<file path="config.mk">
export PLATFORM = sky130hd
export DESIGN_NAME = serial_config_loader
export DESIGN_NICKNAME = d
export VERILOG_FILES = /design/src/pkg/serial_config_pkg.sv /design/src/pkg/pin_sync_if.sv /design/src/design/pin_sync_bank.sv /design/src/design/serial_config_loader.sv
export VERILOG_INCLUDE_DIRS = /design/src /design/src/pkg
export SDC_FILE = /design/constraint.sdc
export NUM_CORES = 1
export LEC_CHECK = 0
export ABC_CLOCK_PERIOD_IN_PS = 3390
export BUFFER_PORTS_ARGS = -buffer_cell sky130_fd_sc_hd__buf_2
export CORE_ASPECT_RATIO = 1.4
export CORE_MARGIN = 2
export CORE_UTILIZATION = 57
export DETAILED_ROUTE_END_ITERATION = 12
export GPL_TIMING_DRIVEN = 0
export PLACE_DENSITY_LB_ADDON = 0.3
export RECOVER_POWER = 25
export SYNTH_ARGS = -nofsm -noshare
export SYNTH_HDL_FRONTEND = slang
export SYNTH_HIERARCHICAL = 1
export SYNTH_SLANG_ARGS = --single-unit
</file>
<file path="constraint.sdc">
create_clock -name clk_sys -period 3.39 [get_ports clk_sys]
set_clock_uncertainty 0.05 [all_clocks]
set_input_delay 0.678 -clock clk_sys [delete_from_list [all_inputs] [get_ports clk_sys]]
set_output_delay 0.678 -clock clk_sys [all_outputs]
set_load 0.005 [all_outputs]
</file>
<file path="src/pkg/serial_config_consts.svh">
/*
  Constants of the passive serial configuration loader: bus offsets, field positions,
  reset values and timing counts.
  Assumes a system clock of 25 MHz and a byte-addressed Wishbone slave.
*/
`ifndef SERIAL_CONFIG_CONSTS_SVH
`define SERIAL_CONFIG_CONSTS_SVH

// Register byte offsets.
`define CFG_OFS_CTRL          8'h00
`define CFG_OFS_LENGTH        8'h04
`define CFG_OFS_STATUS        8'h08
`define CFG_OFS_COUNT         8'h0C

// Control register fields.
`define CFG_CTRL_AUTO_BIT     0
`define CFG_CTRL_UCLK_BIT     1
`define CFG_CTRL_RESET        2'h1

// Image length register, in bytes, last byte being the checksum.
`define CFG_LENGTH_RESET      16'h0010

// Status register fields.
`define CFG_STAT_STATE_LSB    0
`define CFG_STAT_USER_BIT     4
`define CFG_STAT_ERR_BIT      8

// Timing: system clock rate and the fault reset timeout (longest, rounds down).
`define CFG_CLK_MHZ           25
`define CFG_TIMEOUT_US        100
`define CFG_TIMEOUT_CYC       (`CFG_TIMEOUT_US * `CFG_CLK_MHZ)

// Initialization cycles and the internal oscillator divider.
`define CFG_INIT_CYCLES       299
`define CFG_OSC_DIV           3

`endif

</file>
<file path="src/pkg/serial_config_pkg.sv">
/*
  Types shared by the configuration loader modules.
  Assumes nothing beyond a SystemVerilog compiler.
*/
package serial_config_pkg;

  // Loader states.
  typedef enum logic [2:0] {
    ST_RESET,
    ST_ERROR,
    ST_WAIT_RELEASE,
    ST_LOAD,
    ST_WAIT_DONE,
    ST_INIT,
    ST_USER
  } cfg_state_t;

  // Pin indices inside the synchroniser bank.
  typedef enum int {
    PIN_RESTART,
    PIN_FAULT,
    PIN_DONE,
    PIN_CHAIN,
    PIN_SCLK,
    PIN_SDATA,
    PIN_UCLK,
    PIN_COUNT
  } pin_idx_t;

endpackage

</file>
<file path="src/pkg/pin_sync_if.sv">
/*
  Carrier between the loader and its synchroniser bank: raw pin levels in, synchronised
  levels out.
  Assumes both ends run on the same system clock.
*/
interface pin_sync_if #(parameter int WIDTH = 7);
  logic [WIDTH-1:0] raw;   // Levels straight from the pins.
  logic [WIDTH-1:0] sync;  // Levels after two flip-flops.

  // The loader drives raw pins and reads the synchronised copy.
  modport user (output raw, input sync);
  // The synchroniser bank.
  modport bank (input raw, output sync);
endinterface

</file>
<file path="src/design/pin_sync_bank.sv">
/*
  Two flip-flop synchroniser for a bank of asynchronous pin inputs.
  Assumes the raw levels come from outside the system clock domain.
*/
module pin_sync_bank #(
  parameter int WIDTH = 7
) (
  // Clock and reset.
  input wire logic clk_sys,
  input wire logic arst_n,
  // Pin levels and their synchronised copies.
  pin_sync_if.bank pins
);

  logic [WIDTH-1:0] first;  // Metastable stage, read only by the second stage.
  logic [WIDTH-1:0] second; // Stable stage.

  // Both stages are plain registers; nothing else reads the first stage.
  always_ff @(posedge clk_sys or negedge arst_n) begin
    if (!arst_n) begin
      first  <= '0;
      second <= '0;
    end else begin
      first  <= pins.raw;
      second <= first;
    end
  end

  assign pins.sync = second;

endmodule // pin_sync_bank

</file>
<file path="src/design/serial_config_loader.sv">
/*
  Passive serial configuration loader of a volatile programmable device, with a classic
  Wishbone slave for control and status.
  Assumes the configuration source drives the serial clock (far slower than clk_sys),
  the lane data and the wired-AND fault and load-complete lines with external pull-ups.
*/
// Chosen here: the Wishbone register port and the register addresses.
// Functional notes
// - Error while loading: drive fault low, reset.
// - Auto restart releases fault within 100 us.
// - Tied load-complete lines start initialization together.
// - Restart low in user mode starts reconfiguration.
// - Restart low: fault, done low, pins tri-stated.
// - Reload only after restart high, fault released.
// - Chain enables daisy-chained, first tied low.
// - Finished device drives chain enable out low.
// - Loading waits until shared fault line high.
// - Any fault low stops and resets whole chain; here user mode ignores it.
// - Capture lane zero on serial clock rise.
// - Release load-complete after good data received.
// - Count 299 initialization clocks, then user mode.
`include "serial_config_consts.svh"

module serial_config_loader (
  // Clock and reset.
  input  wire logic        clk_sys,
  input  wire logic        arst_n,
  // Classic Wishbone slave.
  input  wire logic        cyc_i,
  input  wire logic        stb_i,
  input  wire logic        we_i,
  input  wire logic [7:0]  adr_i,
  input  wire logic [3:0]  sel_i,
  input  wire logic [31:0] dat_i,
  output logic             ack_o,
  output logic [31:0]      dat_o,
  // Configuration pins from the source and the chain.
  input  wire logic        serial_load_clock,
  input  wire logic        serial_lane_zero,
  input  wire logic        restart_request_n,
  input  wire logic        chain_enable_in_n,
  input  wire logic        user_startup_clock,
  output logic             chain_enable_out_n,
  // Open-drain fault line.
  input  wire logic        fault_hold_n_in,
  output logic             fault_hold_n_out,
  output logic             fault_hold_n_oe,
  // Open-drain load-complete line.
  input  wire logic        load_complete_in,
  output logic             load_complete_out,
  output logic             load_complete_oe,
  // Device state towards the user logic.
  output logic             io_tristate,
  output logic             user_mode
);
  import serial_config_pkg::*;

  localparam logic [11:0] TIMEOUT_LAST = 12'(`CFG_TIMEOUT_CYC - 1);
  localparam logic [11:0] INIT_LAST    = 12'(`CFG_INIT_CYCLES - 1);
  localparam logic [1:0]  OSC_LAST     = 2'(`CFG_OSC_DIV - 1);

  pin_sync_if #(.WIDTH(PIN_COUNT)) pins ();  // Raw and synchronised pins.

  // Every pin crosses two flip-flops before the loader reads it.
  pin_sync_bank #(.WIDTH(PIN_COUNT)) u_sync (
    .clk_sys (clk_sys),
    .arst_n  (arst_n),
    .pins    (pins)
  );

  assign pins.raw[PIN_RESTART] = restart_request_n;
  assign pins.raw[PIN_FAULT]   = fault_hold_n_in;
  assign pins.raw[PIN_DONE]    = load_complete_in;
  assign pins.raw[PIN_CHAIN]   = chain_enable_in_n;
  assign pins.raw[PIN_SCLK]    = serial_load_clock;
  assign pins.raw[PIN_SDATA]   = serial_lane_zero;
  assign pins.raw[PIN_UCLK]    = user_startup_clock;

  logic restart_s;  // Restart request, high when idle.
  logic fault_s;    // Shared fault line as seen on the wire.
  logic done_s;     // Shared load-complete line as seen on the wire.
  logic chain_s;    // Chain enable input, low when this device may load.
  assign restart_s = pins.sync[PIN_RESTART];
  assign fault_s   = pins.sync[PIN_FAULT];
  assign done_s    = pins.sync[PIN_DONE];
  assign chain_s   = pins.sync[PIN_CHAIN];

  // Loader state.
  cfg_state_t  state, next_state;            // Main sequence.
  logic [11:0] count, next_count;            // Timeout and initialization counter.
  logic [2:0]  bit_cnt, next_bit_cnt;        // Bit position inside a byte.
  logic [7:0]  shift, next_shift;            // Byte being assembled.
  logic [15:0] byte_cnt, next_byte_cnt;      // Bytes received so far.
  logic [7:0]  sum, next_sum;                // Running checksum of the payload.
  logic        sclk_d, uclk_d;               // Previous clock levels for edge finding.
  logic [1:0]  osc, next_osc;                // Internal oscillator divider.
  logic        err_flag, next_err_flag;      // Sticky load error for software.

  // Software-visible control.
  logic [1:0]  ctrl, next_ctrl;              // Auto restart and user clock select.
  logic [15:0] length, next_length;          // Image length in bytes.
  logic        next_ack;                     // Bus answer.
  logic [31:0] next_dat;                     // Read data.

  logic sclk_rise;  // Serial clock rising edge.
  logic uclk_rise;  // User startup clock rising edge.
  logic osc_tick;   // Internal oscillator tick.
  logic init_tick;  // One initialization clock.
  logic wr_fire;    // A write takes effect this edge.
  logic [7:0] byte_in; // Completed byte including the new bit.

  assign sclk_rise = pins.sync[PIN_SCLK] & ~sclk_d;
  assign uclk_rise = pins.sync[PIN_UCLK] & ~uclk_d;
  assign osc_tick  = (osc == OSC_LAST);
  assign init_tick = ctrl[`CFG_CTRL_UCLK_BIT] ? uclk_rise : osc_tick;
  assign wr_fire   = cyc_i & stb_i & we_i & ack_o;
  // Lane zero arrives least significant bit first.
  assign byte_in   = {pins.sync[PIN_SDATA], shift[7:1]};

  // Sequence: reset, error timeout, wait for release, load, done, init, user.
  always_comb begin
    next_state    = state;
    next_count    = count;
    next_bit_cnt  = bit_cnt;
    next_shift    = shift;
    next_byte_cnt = byte_cnt;
    next_sum      = sum;
    next_err_flag = err_flag;
    next_osc      = osc_tick ? 2'h0 : osc + 2'h1;
    // Software clears the error flag by writing one; an error found below still wins.
    if (wr_fire && adr_i == `CFG_OFS_STATUS && sel_i[1] && dat_i[`CFG_STAT_ERR_BIT]) begin
      next_err_flag = 1'b0;
    end
    case (state)
      ST_RESET: begin
        // Held here while restart is low; leaving releases the fault line.
        if (restart_s) begin
          next_state = ST_WAIT_RELEASE;
        end
      end
      ST_ERROR: begin
        // Fault held low for the timeout, then auto restart leaves; a restart request leaves at any time.
        if (count == TIMEOUT_LAST) begin
          if (ctrl[`CFG_CTRL_AUTO_BIT]) begin
            next_state = ST_WAIT_RELEASE;
          end
        end else begin
          next_count = count + 12'h001;
        end
      end
      ST_WAIT_RELEASE: begin
        // Loading waits until every party has released the fault line.
        next_bit_cnt  = 3'h0;
        next_byte_cnt = 16'h0000;
        next_sum      = 8'h00;
        next_count    = 12'h000;
        if (fault_s) begin
          next_state = ST_LOAD;
        end
      end
      ST_LOAD: begin
        if (!fault_s) begin
          // Someone in the chain flagged an error: drop everything.
          next_state = ST_WAIT_RELEASE;
        end else if (sclk_rise && !chain_s) begin
          // Only an enabled device takes bits from the lane.
          next_shift   = byte_in;
          next_bit_cnt = bit_cnt + 3'h1;
          if (bit_cnt == 3'h7) begin
            next_byte_cnt = byte_cnt + 16'h0001;
            if (byte_cnt == length - 16'h0001) begin
              // Last byte is the checksum of the payload.
              if (byte_in == sum) begin
                next_state = ST_WAIT_DONE;
              end else begin
                // Bad image: reset ourselves and hold the fault line.
                next_state    = ST_ERROR;
                next_count    = 12'h000;
                next_err_flag = 1'b1;
              end
            end else begin
              next_sum = sum + byte_in;
            end
          end
        end
      end
      ST_WAIT_DONE: begin
        // Wait for the tied load-complete line, so the chain starts together.
        if (!fault_s) begin
          next_state = ST_WAIT_RELEASE;
        end else if (done_s) begin
          next_state = ST_INIT;
          next_count = 12'h000;
        end
      end
      ST_INIT: begin
        if (!fault_s) begin
          next_state = ST_WAIT_RELEASE;
        end else if (init_tick) begin
          if (count == INIT_LAST) begin
            next_state = ST_USER;
          end else begin
            next_count = count + 12'h001;
          end
        end
      end
      ST_USER: begin
        // User mode is left only through a restart request.
        next_state = ST_USER;
      end
      default: begin
        next_state = ST_RESET;
      end
    endcase
    // A low restart request overrides every state.
    if (!restart_s) begin
      next_state = ST_RESET;
      next_count = 12'h000;
    end
  end

  // Registers the sequence and the pin outputs derived from the next state.
  always_ff @(posedge clk_sys or negedge arst_n) begin
    if (!arst_n) begin
      state              <= ST_RESET;
      count              <= 12'h000;
      bit_cnt            <= 3'h0;
      shift              <= 8'h00;
      byte_cnt           <= 16'h0000;
      sum                <= 8'h00;
      sclk_d             <= 1'b0;
      uclk_d             <= 1'b0;
      osc                <= 2'h0;
      err_flag           <= 1'b0;
      fault_hold_n_oe    <= 1'b1;
      load_complete_oe   <= 1'b1;
      chain_enable_out_n <= 1'b1;
      io_tristate        <= 1'b1;
      user_mode          <= 1'b0;
    end else begin
      state              <= next_state;
      count              <= next_count;
      bit_cnt            <= next_bit_cnt;
      shift              <= next_shift;
      byte_cnt           <= next_byte_cnt;
      sum                <= next_sum;
      sclk_d             <= pins.sync[PIN_SCLK];
      uclk_d             <= pins.sync[PIN_UCLK];
      osc                <= next_osc;
      err_flag           <= next_err_flag;
      // Fault pulled low in reset and in the error timeout.
      fault_hold_n_oe    <= (next_state == ST_RESET) || (next_state == ST_ERROR);
      // Load-complete held low until the image is good.
      load_complete_oe   <= !((next_state == ST_WAIT_DONE) || (next_state == ST_INIT)
                              || (next_state == ST_USER));
      // Next device in the chain is enabled once we are done.
      chain_enable_out_n <= !((next_state == ST_WAIT_DONE) || (next_state == ST_INIT)
                              || (next_state == ST_USER));
      io_tristate        <= (next_state != ST_USER);
      user_mode          <= (next_state == ST_USER);
    end
  end

  // Open-drain lines only ever drive low; the wire resolves the AND.
  assign fault_hold_n_out  = 1'b0;
  assign load_complete_out = 1'b0;

  // Bus side: one answer per request, dropped the cycle after.
  always_comb begin
    next_ack    = cyc_i & stb_i & ~ack_o;
    next_ctrl   = ctrl;
    next_length = length;
    next_dat    = 32'h0000_0000;
    // Writes take effect at the edge where the master sees the answer.
    if (wr_fire && adr_i == `CFG_OFS_CTRL && sel_i[0]) begin
      next_ctrl = dat_i[1:0];
    end
    if (wr_fire && adr_i == `CFG_OFS_LENGTH) begin
      if (sel_i[0]) begin
        next_length[7:0] = dat_i[7:0];
      end
      if (sel_i[1]) begin
        next_length[15:8] = dat_i[15:8];
      end
    end
    // Unmapped offsets still answer and read as zero.
    case (adr_i)
      `CFG_OFS_CTRL:   next_dat[1:0]  = ctrl;
      `CFG_OFS_LENGTH: next_dat[15:0] = length;
      `CFG_OFS_STATUS: begin
        next_dat[`CFG_STAT_STATE_LSB +: 3] = state;
        next_dat[`CFG_STAT_USER_BIT]       = user_mode;
        next_dat[`CFG_STAT_ERR_BIT]        = err_flag;
      end
      `CFG_OFS_COUNT:  next_dat[15:0] = byte_cnt;
      default:         next_dat       = 32'h0000_0000;
    endcase
  end

  // Bus registers; read data is loaded with the answer.
  always_ff @(posedge clk_sys or negedge arst_n) begin
    if (!arst_n) begin
      ack_o  <= 1'b0;
      ctrl   <= `CFG_CTRL_RESET;
      length <= `CFG_LENGTH_RESET;
      dat_o  <= 32'h0000_0000;
    end else begin
      ack_o  <= next_ack;
      ctrl   <= next_ctrl;
      length <= next_length;
      if (next_ack) begin
        dat_o <= next_dat;
      end
    end
  end

endmodule // serial_config_loader

</file>
==> flow_metrics.py <==
metrics = {
    "die": {
        "fp.dieH_um": 123,
        "io_pins": 96,
        "dieArea_um2": 10900,
        "initial_core_util": 0.583,
        "row_count": 43,
        "coreArea_um2": 9850,
        "die_x_um": 88.8,
    },
    "setup_path": {
        "worst-r2r-setup-slack_ns": 0.13,
        "critPathKind": "reg2reg",
        "startpoint_type": "flop",
        "required_ns": 3.57,
        "crit_slowest_cell": "dfrtp_1",
        "crit_start": "length[6]",
        "cp_slowest_stage_delay_ns": 0.50,
        "worstSetupEndpointType": "flop",
        "rr_startpoint": "length[6]",
        "cp.arrival_ns": 3.44,
        "path_cells": "nor4_4, and4b_1, buf_4, mux2i_1, or3b_2, a211o_1, o31ai_2, a21bo_2, buf_2, a31oi_1",
        "critical_path_buf_inv_count": 2,
        "crit_family": "simple AND/OR/NAND/NOR gates",
        "cp_max_fo": 10,
    },
    "timing": {
        "hold_violations": 0,
        "fin_ws_ns": 0.130,
        "slew_viol_final": 33,
        "fin_tns_setup_ns": 0,
        "worst_slew_pin_slew_ns": 1.65,
        "min_period_over_period": 0.962,
        "rsz0062_at_grt": "no",
        "finalSetupViolations": 0,
        "post-route-min-period_ns": 3.26,
        "fmax_mhz": 307,
        "slew-limit-headroom": -0.101,
    },
    "place": {
        "hpwl_mm": 9.57,
        "dpl-instance-area_um2": 6300,
        "post-place-ws_ns": 0.0703,
        "place_congestion": 0.896,
        "dp_cells": 796,
        "portBuffers": 58,
    },
    "clock_network": {
        "root_buffer": "clkbuf_16",
        "post_cts_buffers": 0,
        "insertion_delay_ns": 0.35,
        "h-tree-depth": 3,
        "clkTransAtPathRegs_ns": 0.07,
        "ctsLongestPathBuffers": 2,
        "cts_tree": "built",
        "cts-resized-gates": 0,
        "numCtsBuffers": 9,
        "holdBufCountCts": 0,
        "cts_sinks": 107,
    },
    "power_and_ir_drop": {
        "power_frac_seq": 0.510,
        "leakage_nw": 3.06,
        "p_per_area_nw_per_um2": 388,
        "power.internal_mw": 1.94,
        "p_clk_frac": 0.427,
        "switchingPower_mw": 0.617,
        "p_sw_frac": 0.241,
        "comb_power_share": 0.062,
        "ir_drop_uv": 340,
    },
    "grt": {
        "grt_start_max_net_pins": 77,
        "first_global_vias": 4549,
        "antenna_found_initial": 0,
        "grt_overflow": 0,
        "grt_use_total": 0.244,
        "grt_pass1_wl_mm": 20.8,
    },
    "hold_path": {
        "hold_path.class": "reg2reg",
        "min_from": "u_sync/first[5]",
    },
    "detailed_routing": {
        "drtIter0Drc": 226,
        "dr.pass1.iters": 5,
        "wire_per_inst_um": 15.8,
        "vias_per_cell": 5.79,
        "dr_total_vias": 4686,
        "drc_errors": 0,
        "detail-route-antenna-nets": 0,
        "routed_wl_mm": 12.8,
    },
    "logic_synthesis": {
        "synthArstFlopShare": 1.00,
        "syn_inst": 585,
        "synthFlopType": "dfrtp_1",
        "ys_warn_count": 6,
        "synth_area_um2": 5740,
        "ys_types": 67,
        "ys_seq_elements": 107,
        "yosysSeqAreaShare": 0.467,
        "synth_edf_count": 0,
        "syn_avg_cell_area_um2": 9.82,
    },
    "final_layout": {
        "fillers": 792,
        "syn_to_final_growth_pct": 14.8,
        "fin_area_um2": 6590,
        "final_layout_size_suffix_gt1_frac": 0.215,
        "diodes": 0,
        "nets": 740,
        "fin_cells": 810,
        "final_util": 0.670,
    },
    "outcome": {
        "outcome": "finished with violations",
        "violations": "max-capacitance violations, max-slew violations",
    },
    "run": {
        "cap_violations": 1,
    },
}
==> sequential cells by signal (all words and copies together) (netlist names) <==
name              flops
ctrl                  2
uclk_d                1
err_flag              1
shift                 7
user_mode             1
sum                   8
byte_cnt             16
io_tristate           1
u_sync/pins.sync      7
osc                   2
bit_cnt               3
state                 3
u_sync/first          7
load_complete_oe      1
fault_hold_n_oe       1
ack_o                 1
sclk_d                1
length               16
count                12
dat_o                16
==> final timing paths <==
check / cells after the start / to
hold reg to reg: 0 / u_sync/pins.sync[5]
setup / recovery: 10 / count[10]
min in group asynchronous: 1 / byte_cnt[12]
hold / removal: 0 / u_sync/pins.sync[5]
max in group asynchronous: 2 / sum[7]
setup reg to reg: 10 / count[10]
==> power groups by stage <==
stage                     Combinational, mW  Clock (mW)  Sequential (mW)
after floorplan                      0.0890           0             1.33
after global placement                0.154           0             1.33
after detailed placement              0.162           0             1.33
after CTS                             0.163        1.11             1.30
after global routing                  0.180        1.15             1.31
final                                 0.159        1.09             1.30
==> cells in the mapped netlist (17+ instances only) <==
master | number | share of area
inv_1 | 17 | 0.011
o21ai_0 | 33 | 0.029
mux2_2 | 26 | 0.051
xor2_1 | 19 | 0.029
nand3_1 | 18 | 0.016
nor2_1 | 53 | 0.035
a21oi_1 | 21 | 0.018
nand2_1 | 56 | 0.037
clkbuf_1 | 19 | 0.012
dfrtp_1 | 102 | 0.44
xnor2_1 | 18 | 0.027
buf_4 | 20 | 0.026
==> cell families after synthesis <==
kind of cell               synth area share
and+or+nand+nor                       0.191
AOI/OAI and AO/OA                     0.138
DFF                                   0.467
buffers and inverters                0.0555
xor gates and xnor gates             0.0564
muxes                                0.0597
adders and majority gates            0.0318
other                              0.000653
==> area by class of cell <==
type / instances / area [um^2] / share of cell area
plain buffers: 43 / 248 / 0.0376
clock buffers: 9 / 225 / 0.0342
clock inverters: 7 / 85.1 / 0.0129
inverters: 17 / 63.8 / 0.00968
multi-input cells: 433 / 2820 / 0.428
flip-flops and latches: 107 / 2680 / 0.407
well taps: 135 / 169 / 0.0256
repair buffers: 59 / 297 / 0.0450
==> layer usage <==
layer | track usage | part of all wire | vias up | wire length [um]
met5 | 0 | 0 | - | 0
met4 | 0.114 | 0.032 | 0 | 413
met3 | 0.0403 | 0.033 | 31 | 426
met2 | 0.439 | 0.55 | 103 | 7060
met1 | 0.275 | 0.38 | 2325 | 4870
li1 | - | - | 2227 | -
==> through the flow <==
stage               hold slack, ns  power, mW
floorplan                    0.281       1.42
global placement             0.282       1.48
detailed placement           0.287       1.49
CTS                          0.221       2.58
global route                 0.310       2.63
finish                       0.299       2.56
==> worst reg2reg max path, delay by kind of cell, from the launching register on <==
family	cells	cell delay [ns]
buffers and inverters	2	0.35
flip-flops	1	0.50
AND/OR/NAND/NOR	3	1.16
AO/OA/AOI/OAI	4	1.03
multiplexers	1	0.06
==> placed cells by master (no fill, tap or decap), drive strengths merged, types with 3 or more instances in the layout <==
cell type    n
o21ai       33
or2          4
or4b         4
nand3b       3
nor4         8
conb        18
nand2       56
mux2i        5
o31ai        3
and2         5
dfstp        5
or3          8
dfrtp      102
nor3        11
nand3       18
a21oi       22
a21o         6
a31oi       13
a22oi       16
nand4        8
buf         81
a22o         8
inv         20
o22ai        4
nor2b        6
nand2b       6
xnor2       18
and3         9
ha          13
mux2        26
xor2        19
nor2        53
clkbuf      30
No activity file was read; power rests on OpenSTA's default activity.
